<file path="config.mk">
export PLATFORM = sky130hd
export DESIGN_NAME = fllt_tuner_flat
export DESIGN_NICKNAME = d
export VERILOG_FILES = /design/src/fllt_pkg.sv /design/src/fllt_if.sv /design/src/fllt_tuner.sv /design/src/flat_wrapper.sv
export VERILOG_INCLUDE_DIRS = /design/src
export SDC_FILE = /design/constraint.sdc
export NUM_CORES = 1
export LEC_CHECK = 0
export BUFFER_PORTS_ARGS = -buffer_cell sky130_fd_sc_hd__clkbuf_2
export CAP_MARGIN = 5
export CORE_MARGIN = 5
export CORE_UTILIZATION = 35
export DETAILED_ROUTE_END_ITERATION = 8
export GPL_ROUTABILITY_DRIVEN = 0
export PLACE_DENSITY_LB_ADDON = 0.15
export SYNTH_ARGS = -nofsm -noshare
export SYNTH_HDL_FRONTEND = slang
export SYNTH_SLANG_ARGS = --single-unit
export TNS_END_PERCENT = 1
</file>
<file path="constraint.sdc">
create_clock -name sys_clk_in -period 10.15 [get_ports sys_clk_in]
set_clock_uncertainty 0.05 [all_clocks]
set_input_delay 0 -clock sys_clk_in [delete_from_list [all_inputs] [get_ports sys_clk_in]]
set_output_delay 0 -clock sys_clk_in [all_outputs]
set_load 0.05 [all_outputs]
</file>
<file path="src/fllt_params.svh">
/*
 * constants for the frequency locked loop tuner: widths, reset values, timing counts.
 * assumes inclusion by bare name from the package and both end modules.
 */
`ifndef FLLT_PARAMS_SVH
`define FLLT_PARAMS_SVH

`define FLLT_COARSE_W      6
`define FLLT_FINE_W        10
`define FLLT_MUL_W         16
`define FLLT_CSTEP_W       5
`define FLLT_FSTEP_W       8
`define FLLT_DIFF_W        16
`define FLLT_CNT_W         17
`define FLLT_COARSE_RST    6'h1f
`define FLLT_FINE_RST      10'h200
`define FLLT_FINE_MAX      10'h3ff
`define FLLT_USB_MUL       16'hbb80
`define FLLT_REF_STOP_LOG2 17
`define FLLT_READY_CYCLES  4'h8
`define FLLT_COARSE_TOL    16'h0010
`define FLLT_FINE_TOL      16'h0001
`define FLLT_QL_FINE_TOL   16'h0004
`define FLLT_JITTER_MASK   16'hfffe

`endif

</file>
<file path="src/fllt_pkg.sv">
/*
 * types shared by the two ends of the frequency locked loop tuner.
 * assumes fllt_params.svh is on the include path.
 */
`include "fllt_params.svh"

package fllt_pkg;
	typedef enum logic [1:0] {
		FLLT_OPEN,
		FLLT_COARSE,
		FLLT_FINE,
		FLLT_TRACK
	} fllt_stage_t;

	typedef struct packed {
		logic                        closed_loop_select;
		logic                        coarse_lock_bypass;
		logic                        stable_frequency_hold;
		logic                        chill_cycle_disable;
		logic                        quick_lock_disable;
		logic                        usb_recovery_mode;
		logic                        loop_enable;
		logic [`FLLT_COARSE_W-1:0]   coarse_tuning_value;
		logic [`FLLT_FINE_W-1:0]     fine_tuning_value;
		logic [`FLLT_MUL_W-1:0]      multiply_factor;
		logic [`FLLT_CSTEP_W-1:0]    coarse_max_step;
		logic [`FLLT_FSTEP_W-1:0]    fine_max_step;
		logic                        ie_coarse;
		logic                        ie_fine;
		logic                        ie_refstop;
	} fllt_cfg_t;
endpackage

</file>
<file path="src/fllt_if.sv">
/*
 * link between the software-side controller and the loop tuner core.
 * assumes one shared clock; the controller drives cfg, the tuner drives status.
 */
`timescale 1ns/100ps
`default_nettype none
`include "fllt_params.svh"

interface fllt_if;
	import fllt_pkg::*;
	fllt_cfg_t                  cfg;
	logic                       value_write;
	logic                       flag_clear;
	logic [`FLLT_COARSE_W-1:0]  coarse_tuning_value;
	logic [`FLLT_FINE_W-1:0]    fine_tuning_value;
	logic [`FLLT_DIFF_W-1:0]    ratio_difference;
	logic                       loop_ready_flag;
	logic                       coarse_locked_flag;
	logic                       fine_locked_flag;
	logic                       out_of_bounds_flag;
	logic                       reference_stopped_flag;
	logic                       irq;

	modport ctrl (output cfg, output value_write, output flag_clear,
		input coarse_tuning_value, input fine_tuning_value, input ratio_difference,
		input loop_ready_flag, input coarse_locked_flag, input fine_locked_flag,
		input out_of_bounds_flag, input reference_stopped_flag, input irq);
	modport tuner (input cfg, input value_write, input flag_clear,
		output coarse_tuning_value, output fine_tuning_value, output ratio_difference,
		output loop_ready_flag, output coarse_locked_flag, output fine_locked_flag,
		output out_of_bounds_flag, output reference_stopped_flag, output irq);
endinterface

`default_nettype wire

</file>
<file path="src/fllt_tuner.sv">
/*
 * loop tuner core: open/closed loop, two-stage lock, drift tracking, flags.
 * assumes ref_tick_in, sof_tick_in and out_tick_in are one-cycle pulses already in the sys_clk_in domain:
 * one per reference period (generic clock on ref_tick_in, usb frame on sof_tick_in) and one per output clock edge group.
 */
// Chosen here: the address-and-strobe port and the placing of the registers.
`timescale 1ns/100ps
`default_nettype none
`include "fllt_params.svh"

module fllt_tuner
	import fllt_pkg::*;
#(
	parameter int REF_STOP_LOG2 = `FLLT_REF_STOP_LOG2
) (
	input  wire logic sys_clk_in,
	input  wire logic resetn_in,
	input  wire logic clk_en_in,
	input  wire logic ref_tick_in,
	input  wire logic sof_tick_in,
	input  wire logic out_tick_in,
	output logic      ref_stop_irq_out,
	fllt_if.tuner     lnk
);
	import fllt_pkg::*;

	typedef struct packed {
		fllt_stage_t                stage;
		logic [`FLLT_COARSE_W-1:0]  coarse;
		logic [`FLLT_FINE_W-1:0]    fine;
		logic [`FLLT_MUL_W-1:0]     meas;
		logic [`FLLT_DIFF_W-1:0]    diff;
		logic [`FLLT_CNT_W-1:0]     stop_cnt;
		logic [3:0]                 rdy_cnt;
		logic                       chill;
		logic                       rdy, lockc, lockf, oob, rcs, irq, rcs_irq;
	} fllt_tst_t;

	fllt_tst_t st_ff, nxt_st;
	fllt_cfg_t c;
	logic                   tick;
	logic                   closed;
	logic [`FLLT_DIFF_W-1:0] err;
	logic [`FLLT_DIFF_W-1:0] aerr;
	logic [`FLLT_DIFF_W-1:0] ftol;
	logic [`FLLT_FINE_W:0]  fsum;
	logic [`FLLT_FINE_W:0]  fstep;
	logic [`FLLT_COARSE_W:0] csum;

	assign c = lnk.cfg;
	// the frame pulse replaces the generic reference outright
	assign tick = c.usb_recovery_mode ? sof_tick_in : ref_tick_in;
	// dropping the enable also falls back to open loop
	assign closed = c.loop_enable & c.closed_loop_select;

	always_comb begin
		nxt_st = st_ff;
		nxt_st.rcs_irq = 1'b0;
		err = st_ff.meas - c.multiply_factor;
		aerr = err[`FLLT_DIFF_W-1] ? (~err + 16'h1) : err;
		ftol = c.quick_lock_disable ? `FLLT_FINE_TOL : `FLLT_QL_FINE_TOL;
		// usb mode always uses the relaxed window
		if (c.usb_recovery_mode) ftol = `FLLT_QL_FINE_TOL;
		// step clipped to the programmed maximum, trading lock time for overshoot
		fstep = (aerr > {8'h0, c.fine_max_step}) ? {3'h0, c.fine_max_step}
			: aerr[`FLLT_FINE_W:0];
		fsum = err[`FLLT_DIFF_W-1] ? ({1'b0, st_ff.fine} + fstep)
			: ({1'b0, st_ff.fine} - fstep);
		// a carry out of csum means the coarse range is used up
		csum = err[`FLLT_DIFF_W-1] ? ({1'b0, st_ff.coarse} + {2'h0, c.coarse_max_step})
			: ({1'b0, st_ff.coarse} - {2'h0, c.coarse_max_step});
		// ready after a short settle once enabled
		if (!c.loop_enable) begin
			nxt_st.rdy_cnt = 4'h0;
			nxt_st.rdy = 1'b0;
		end else if (st_ff.rdy_cnt != `FLLT_READY_CYCLES) begin
			nxt_st.rdy_cnt = st_ff.rdy_cnt + 4'h1;
		end else begin
			nxt_st.rdy = 1'b1;
		end
		// output edge count per reference period; saturating stop watch
		if (out_tick_in && st_ff.meas != 16'hffff) nxt_st.meas = st_ff.meas + 16'h1;
		if (tick) begin
			nxt_st.stop_cnt = '0;
			nxt_st.rcs = 1'b0;
		end else if (closed && !st_ff.stop_cnt[REF_STOP_LOG2-1]) begin
			nxt_st.stop_cnt = st_ff.stop_cnt + 17'h1;
		end else if (closed) begin
			nxt_st.rcs = 1'b1;
		end
		// one pulse on the 0->1 edge only; the level is carried by irq
		nxt_st.rcs_irq = nxt_st.rcs & ~st_ff.rcs & c.ie_refstop;
		// clear first so that an overflow in the same cycle wins
		if (lnk.flag_clear) nxt_st.oob = 1'b0;
		if (!closed) begin
			nxt_st.stage = FLLT_OPEN;
			nxt_st.lockc = 1'b0;
			nxt_st.lockf = 1'b0;
			if (lnk.value_write) begin
				nxt_st.coarse = c.coarse_tuning_value;
				nxt_st.fine = c.fine_tuning_value;
			end
		end else if (st_ff.stage == FLLT_OPEN) begin
			// coarse start point is what is held
			if (c.usb_recovery_mode || c.coarse_lock_bypass) begin
				nxt_st.stage = FLLT_FINE;
				nxt_st.lockc = 1'b1;
			end else begin
				nxt_st.stage = FLLT_COARSE;
			end
			nxt_st.meas = '0;
			nxt_st.chill = 1'b1;
		end else if (tick && !st_ff.rcs) begin
			// stopped reference freezes tuning, as in open loop
			nxt_st.meas = '0;
			nxt_st.chill = ~st_ff.chill & ~c.chill_cycle_disable;
			// chill periods are skipped: tuning just applied has not settled yet
			if (!st_ff.chill || c.chill_cycle_disable) begin
				nxt_st.diff = err;
				case (st_ff.stage)
					FLLT_COARSE: begin
						if (aerr <= `FLLT_COARSE_TOL || csum[`FLLT_COARSE_W]) begin
							nxt_st.stage = FLLT_FINE;
							nxt_st.lockc = 1'b1;
						end else begin
							nxt_st.coarse = csum[`FLLT_COARSE_W-1:0];
						end
					end
					// track reuses the fine adder so drift follow-up costs no extra logic
					FLLT_FINE, FLLT_TRACK: begin
						if (st_ff.stage == FLLT_FINE && aerr <= ftol) begin
							nxt_st.stage = FLLT_TRACK;
							nxt_st.lockf = 1'b1;
						end else if (st_ff.stage == FLLT_TRACK && c.stable_frequency_hold
							&& !c.usb_recovery_mode) begin
							nxt_st.fine = st_ff.fine;
						end else if (c.usb_recovery_mode && st_ff.stage == FLLT_TRACK
							&& (aerr & `FLLT_JITTER_MASK) == 16'h0) begin
							nxt_st.fine = st_ff.fine;
						end else if (fsum[`FLLT_FINE_W]) begin
							nxt_st.oob = 1'b1;
						end else begin
							nxt_st.fine = fsum[`FLLT_FINE_W-1:0];
						end
					end
					default: nxt_st.stage = FLLT_OPEN;
				endcase
			end
		end else if (tick) begin
			// restart tick after a stop: the count spans no full period, only restart it
			nxt_st.meas = '0;
		end
		if (closed && tick && st_ff.stage != FLLT_OPEN && !st_ff.rcs && fsum[`FLLT_FINE_W]
			&& st_ff.stage != FLLT_COARSE && !(st_ff.chill && !c.chill_cycle_disable))
			nxt_st.oob = nxt_st.oob | (nxt_st.fine == st_ff.fine && !nxt_st.lockf);
		// irq is a level, recomputed each cycle from the enabled lock and stop flags
		nxt_st.irq = (nxt_st.lockc & c.ie_coarse) | (nxt_st.lockf & c.ie_fine)
			| (nxt_st.rcs & c.ie_refstop);
	end

	always_ff @(posedge sys_clk_in or negedge resetn_in) begin
		if (!resetn_in) begin
			st_ff <= '0;
			st_ff.coarse <= `FLLT_COARSE_RST;
			st_ff.fine <= `FLLT_FINE_RST;
		end else if (clk_en_in) begin
			st_ff <= nxt_st;
		end
	end

	// tuning values are driven only by the tuner, read-only in closed loop
	assign lnk.coarse_tuning_value    = st_ff.coarse;
	assign lnk.fine_tuning_value      = st_ff.fine;
	assign lnk.ratio_difference       = st_ff.diff;
	assign lnk.loop_ready_flag        = st_ff.rdy;
	assign lnk.coarse_locked_flag     = st_ff.lockc;
	assign lnk.fine_locked_flag       = st_ff.lockf;
	assign lnk.out_of_bounds_flag     = st_ff.oob;
	assign lnk.reference_stopped_flag = st_ff.rcs;
	assign lnk.irq                    = st_ff.irq;
	assign ref_stop_irq_out           = st_ff.rcs_irq;
endmodule

`default_nettype wire

</file>
<file path="src/flat_wrapper.sv">
// flat-port wrapper written by rule: the top's interface ports become plain ports
module fllt_tuner_flat import fllt_pkg::*;
#(
	parameter int REF_STOP_LOG2 = `FLLT_REF_STOP_LOG2
)
  (sys_clk_in, resetn_in, clk_en_in, ref_tick_in, sof_tick_in, out_tick_in, ref_stop_irq_out, lnk_cfg, lnk_value_write, lnk_flag_clear, lnk_coarse_tuning_value, lnk_fine_tuning_value, lnk_ratio_difference, lnk_loop_ready_flag, lnk_coarse_locked_flag, lnk_fine_locked_flag, lnk_out_of_bounds_flag, lnk_reference_stopped_flag, lnk_irq);
  fllt_if lnk_i ();
  input  wire logic sys_clk_in;
  input  wire logic resetn_in;
  input  wire logic clk_en_in;
  input  wire logic ref_tick_in;
  input  wire logic sof_tick_in;
  input  wire logic out_tick_in;
  output logic ref_stop_irq_out;
  input wire logic [$bits(lnk_i.cfg)-1:0] lnk_cfg;
  input wire logic [$bits(lnk_i.value_write)-1:0] lnk_value_write;
  input wire logic [$bits(lnk_i.flag_clear)-1:0] lnk_flag_clear;
  output wire logic [$bits(lnk_i.coarse_tuning_value)-1:0] lnk_coarse_tuning_value;
  output wire logic [$bits(lnk_i.fine_tuning_value)-1:0] lnk_fine_tuning_value;
  output wire logic [$bits(lnk_i.ratio_difference)-1:0] lnk_ratio_difference;
  output wire logic [$bits(lnk_i.loop_ready_flag)-1:0] lnk_loop_ready_flag;
  output wire logic [$bits(lnk_i.coarse_locked_flag)-1:0] lnk_coarse_locked_flag;
  output wire logic [$bits(lnk_i.fine_locked_flag)-1:0] lnk_fine_locked_flag;
  output wire logic [$bits(lnk_i.out_of_bounds_flag)-1:0] lnk_out_of_bounds_flag;
  output wire logic [$bits(lnk_i.reference_stopped_flag)-1:0] lnk_reference_stopped_flag;
  output wire logic [$bits(lnk_i.irq)-1:0] lnk_irq;
  assign lnk_i.cfg = lnk_cfg;
  assign lnk_i.value_write = lnk_value_write;
  assign lnk_i.flag_clear = lnk_flag_clear;
  assign lnk_coarse_tuning_value = lnk_i.coarse_tuning_value;
  assign lnk_fine_tuning_value = lnk_i.fine_tuning_value;
  assign lnk_ratio_difference = lnk_i.ratio_difference;
  assign lnk_loop_ready_flag = lnk_i.loop_ready_flag;
  assign lnk_coarse_locked_flag = lnk_i.coarse_locked_flag;
  assign lnk_fine_locked_flag = lnk_i.fine_locked_flag;
  assign lnk_out_of_bounds_flag = lnk_i.out_of_bounds_flag;
  assign lnk_reference_stopped_flag = lnk_i.reference_stopped_flag;
  assign lnk_irq = lnk_i.irq;
  fllt_tuner #(.REF_STOP_LOG2(REF_STOP_LOG2)) u_core (.sys_clk_in(sys_clk_in), .resetn_in(resetn_in), .clk_en_in(clk_en_in), .ref_tick_in(ref_tick_in), .sof_tick_in(sof_tick_in), .out_tick_in(out_tick_in), .ref_stop_irq_out(ref_stop_irq_out), .lnk(lnk_i));
endmodule
</file>
==> qor.csv <==
metric;value;unit
Area growth, synth to finish;15.6;%
width of the die;149;um
CTS hold repair buffers;21;
Most common cell on crit path;o21ai_0;
Layout Cells excl Fill;1184;
Finished Core Util;0.407;
Fin Setup TNS;0;ps
total grt overflow;0;
CP arrival;9300;ps
max frequency;110;MHz
final WL;18100;um
max incr delay on CP;770;ps
Final min period;9080;ps
1st-iter DRT viols;290;
post_cts resized;0;
dpl hpwl;14200;um
maxcap violations;0;
worst hold path class;input port to flop;
asr flop ratio synth;1.00;
share of layout cells above drive strength 1;0.177;
Initial Util;0.352;
largest net degree at the start of global routing;52;
sequential-to-total area share from yosys stat;0.292;
CP required;10360;ps
CP Launch Type;flop;
Pre-antenna DRT Iters;5;
critical path fanouts, max;19;
deepest clock path buffer count;2;
CTS buffer count;9;
Comb pwr share;0.463;
dpl cells;1147;
die area;22300;sq um
row cnt;51;
initial antenna violation count;1;
NetSw;606;uW
PortBufs;101;
Post-synth EDFFs;0;
global-route wire length before repair;29500;um
Cell Area, Placed;7330;sq um
synth warn;0;
kind of critical path;flop to flop;
Slew @ Worst Pin;1060;ps
clock latency on the worst-skew pair;350;ps
Avg Cell Area, Syn;8.15;sq um
post-synth cell types;69;
CP Capture Type;flop;
Int Power;776;uW
CTS tree;done;
Syn Std Cell Area;6790;sq um
Syn Nets;947;
Max-slew headroom;0.288;
Pleak;0.00369;uW
DRC Markers;0;
Final nets;1028;
Final Max Tran Viols;0;
IO Count;102;
status;finished, final reports clean;
Tcrit/Tclk final;0.895;
vias in the first global route;5852;
core area;19300;sq um
Clk pwr share;0.246;
largest cells by area after synthesis;dfrtp_1, ha_1, nor2_1;
Sw Ratio;0.438;
CTS H-tree lvls;3;
Final ANT Viol Nets;0;
Gate Count Post-Synth;833;
vias per std cell;5.06;
Worst-path clk slew;70;ps
Avg WL per Cell;15.3;um
Post-CTS Setup Bufs;0;
Die Y;149;um
Synth top area share;0.269;
Setup-failing EPs final;0;
RSZ-0062 raised after global routing;no;
Root Buffer;clkbuf_16;
Synth area leader;dfrtp_1;
Final Hold Fails;0;
pwr/cell area;176;nW/um^2
design area;7850;sq um
slowest cell on the critical path;xor2_1;
GRT Util Overall;0.164;
VDD IR max;0.102;mV
Yosys reg bits;79;
ant diodes;0;
Synth Flop Type;dfrtp_1;
Final Total Pwr;1380;uW
Sink Count;79;
DR vias;5992;
sequential share of power;0.291;
==> synth_stat cells (3+ instances only) <==
master,number
nor4b_1,3
fa_1,3
o211ai_1,3
o22ai_1,15
nor2b_1,10
nand3_1,20
a211oi_1,12
a21boi_0,7
inv_1,57
nand4_1,11
o21ai_1,4
or3_1,9
buf_4,32
a21oi_1,63
ha_1,48
dfstp_2,6
buf_2,5
xnor2_1,36
and3_1,7
a31oi_1,9
clkbuf_1,15
o21a_1,6
a21o_1,16
a22o_1,5
mux2i_1,9
buf_1,5
dfrtp_1,73
o21ai_0,47
xor2_1,25
nor4_1,3
mux2_2,13
a211o_1,3
nand2b_1,10
and2_1,4
o31ai_1,6
nor2_1,103
or4_1,3
or2_2,8
nor3_1,21
nand2_1,64
==> cells by family after synthesis <==
| kind of cell | share of synthesized area |
|---|---|
| and+or+nand+nor | 0.201 |
| AOI/OAI and AO/OA | 0.210 |
| buffers and inverters | 0.0816 |
| DFF | 0.292 |
| adders and majority gates | 0.0973 |
| muxes | 0.0370 |
| xor gates and xnor gates | 0.0811 |
==> power groups by stage <==
stage	clock network, uW	logic, uW	registers, uW
floorplan	0	532	401
global placement	0	633	410
detailed placement	0	634	410
CTS	350	644	404
global route	363	708	411
finish	339	640	403
==> cell type report <==
class	count	area (sq um)
Inverter	57	214
Sequential cell	79	1980
Multi-Input combinational cell	640	4260
Fill cell	2042	11400
Clock buffer	10	229
Clock inverter	6	75.1
Timing Repair Buffer	127	756
Tap cell	265	332
==> path summary, 6_finish.rpt <==
path                                                 start                         endpoint  slack [ps]  cells past startpoint
hold reg to reg            u_core.lnk.ratio_difference[12]  u_core.lnk.ratio_difference[12]         430                      2
hold / removal                                 lnk_cfg[33]  u_core.lnk.fine_tuning_value[1]          40                      3
min in group asynchronous                        resetn_in                 u_core.st_ff[58]          70                      2
setup / recovery                          u_core.st_ff[53]  u_core.lnk.fine_tuning_value[2]        1070                     39
setup reg to reg                          u_core.st_ff[53]  u_core.lnk.fine_tuning_value[2]        1070                     39
max in group asynchronous                        resetn_in          u_core.ref_stop_irq_out        8970                      3
==> placed cells by master (no fill, tap or decap), types with 7 or more instances in the layout <==
| master | synthesis | layout |
|---|---|---|
| nand2b_1 | 10 | 10 |
| a21boi_0 | 7 | 7 |
| clkbuf_16 | 0 | 9 |
| clkbuf_2 | 0 | 100 |
| a31oi_1 | 9 | 9 |
| dlygate4sd3_1 | 0 | 21 |
| xor2_1 | 25 | 25 |
| ha_1 | 48 | 48 |
| o22ai_1 | 15 | 15 |
| inv_1 | 57 | 57 |
| and3_1 | 7 | 7 |
| a21o_1 | 16 | 16 |
| xnor2_1 | 36 | 35 |
| nor3_1 | 21 | 21 |
| nand3_1 | 20 | 20 |
| or2_2 | 8 | 8 |
| nor2_1 | 103 | 103 |
| a211oi_1 | 12 | 12 |
| mux2i_1 | 9 | 9 |
| dfrtp_1 | 73 | 73 |
| mux2_2 | 13 | 13 |
| nand2_1 | 64 | 64 |
| a21oi_1 | 63 | 63 |
| o21ai_0 | 47 | 47 |
| nor2b_1 | 10 | 10 |
| or3_1 | 9 | 9 |
| nand4_1 | 11 | 11 |
==> flip-flops by register name (all words and copies together) (netlist names) <==
name                               flops
u_core.ref_stop_irq_out                1
u_core.lnk.reference_stopped_flag      1
u_core.lnk.coarse_tuning_value         6
u_core.lnk.fine_tuning_value          10
u_core.lnk.ratio_difference           16
u_core.lnk.irq                         1
u_core.lnk.out_of_bounds_flag          1
u_core.st_ff                          40
u_core.lnk.fine_locked_flag            1
u_core.lnk.loop_ready_flag             1
u_core.lnk.coarse_locked_flag          1
==> through the flow <==
stage               hold slack [ps]  setup WS [ps]
finish                         41.0           1070
global route                   29.6            230
CTS                            33.4           1100
detailed placement            -86.3           1120
global placement              -91.8           1520
floorplan                      -346           2500
==> layer usage <==
layer  vias up  part of all wire  track usage
li1       3064                 -            -
met1      2810              0.50        0.222
met2        99              0.46        0.269
met3        17             0.037       0.0334
met4         2             0.011       0.0412
met5         -           0.00072            0
==> worst max-delay path: cells and delay by family, from the launching register on <==
kind	cells	cell delay, ps
xor gates and xnor gates	2	900
and+or+nand+nor	11	1570
adders and majority gates	4	1280
buffers and inverters	3	510
muxes	2	610
DFF	1	430
AOI/OAI and AO/OA	17	3640
Power figures use the tool's default switching activity.
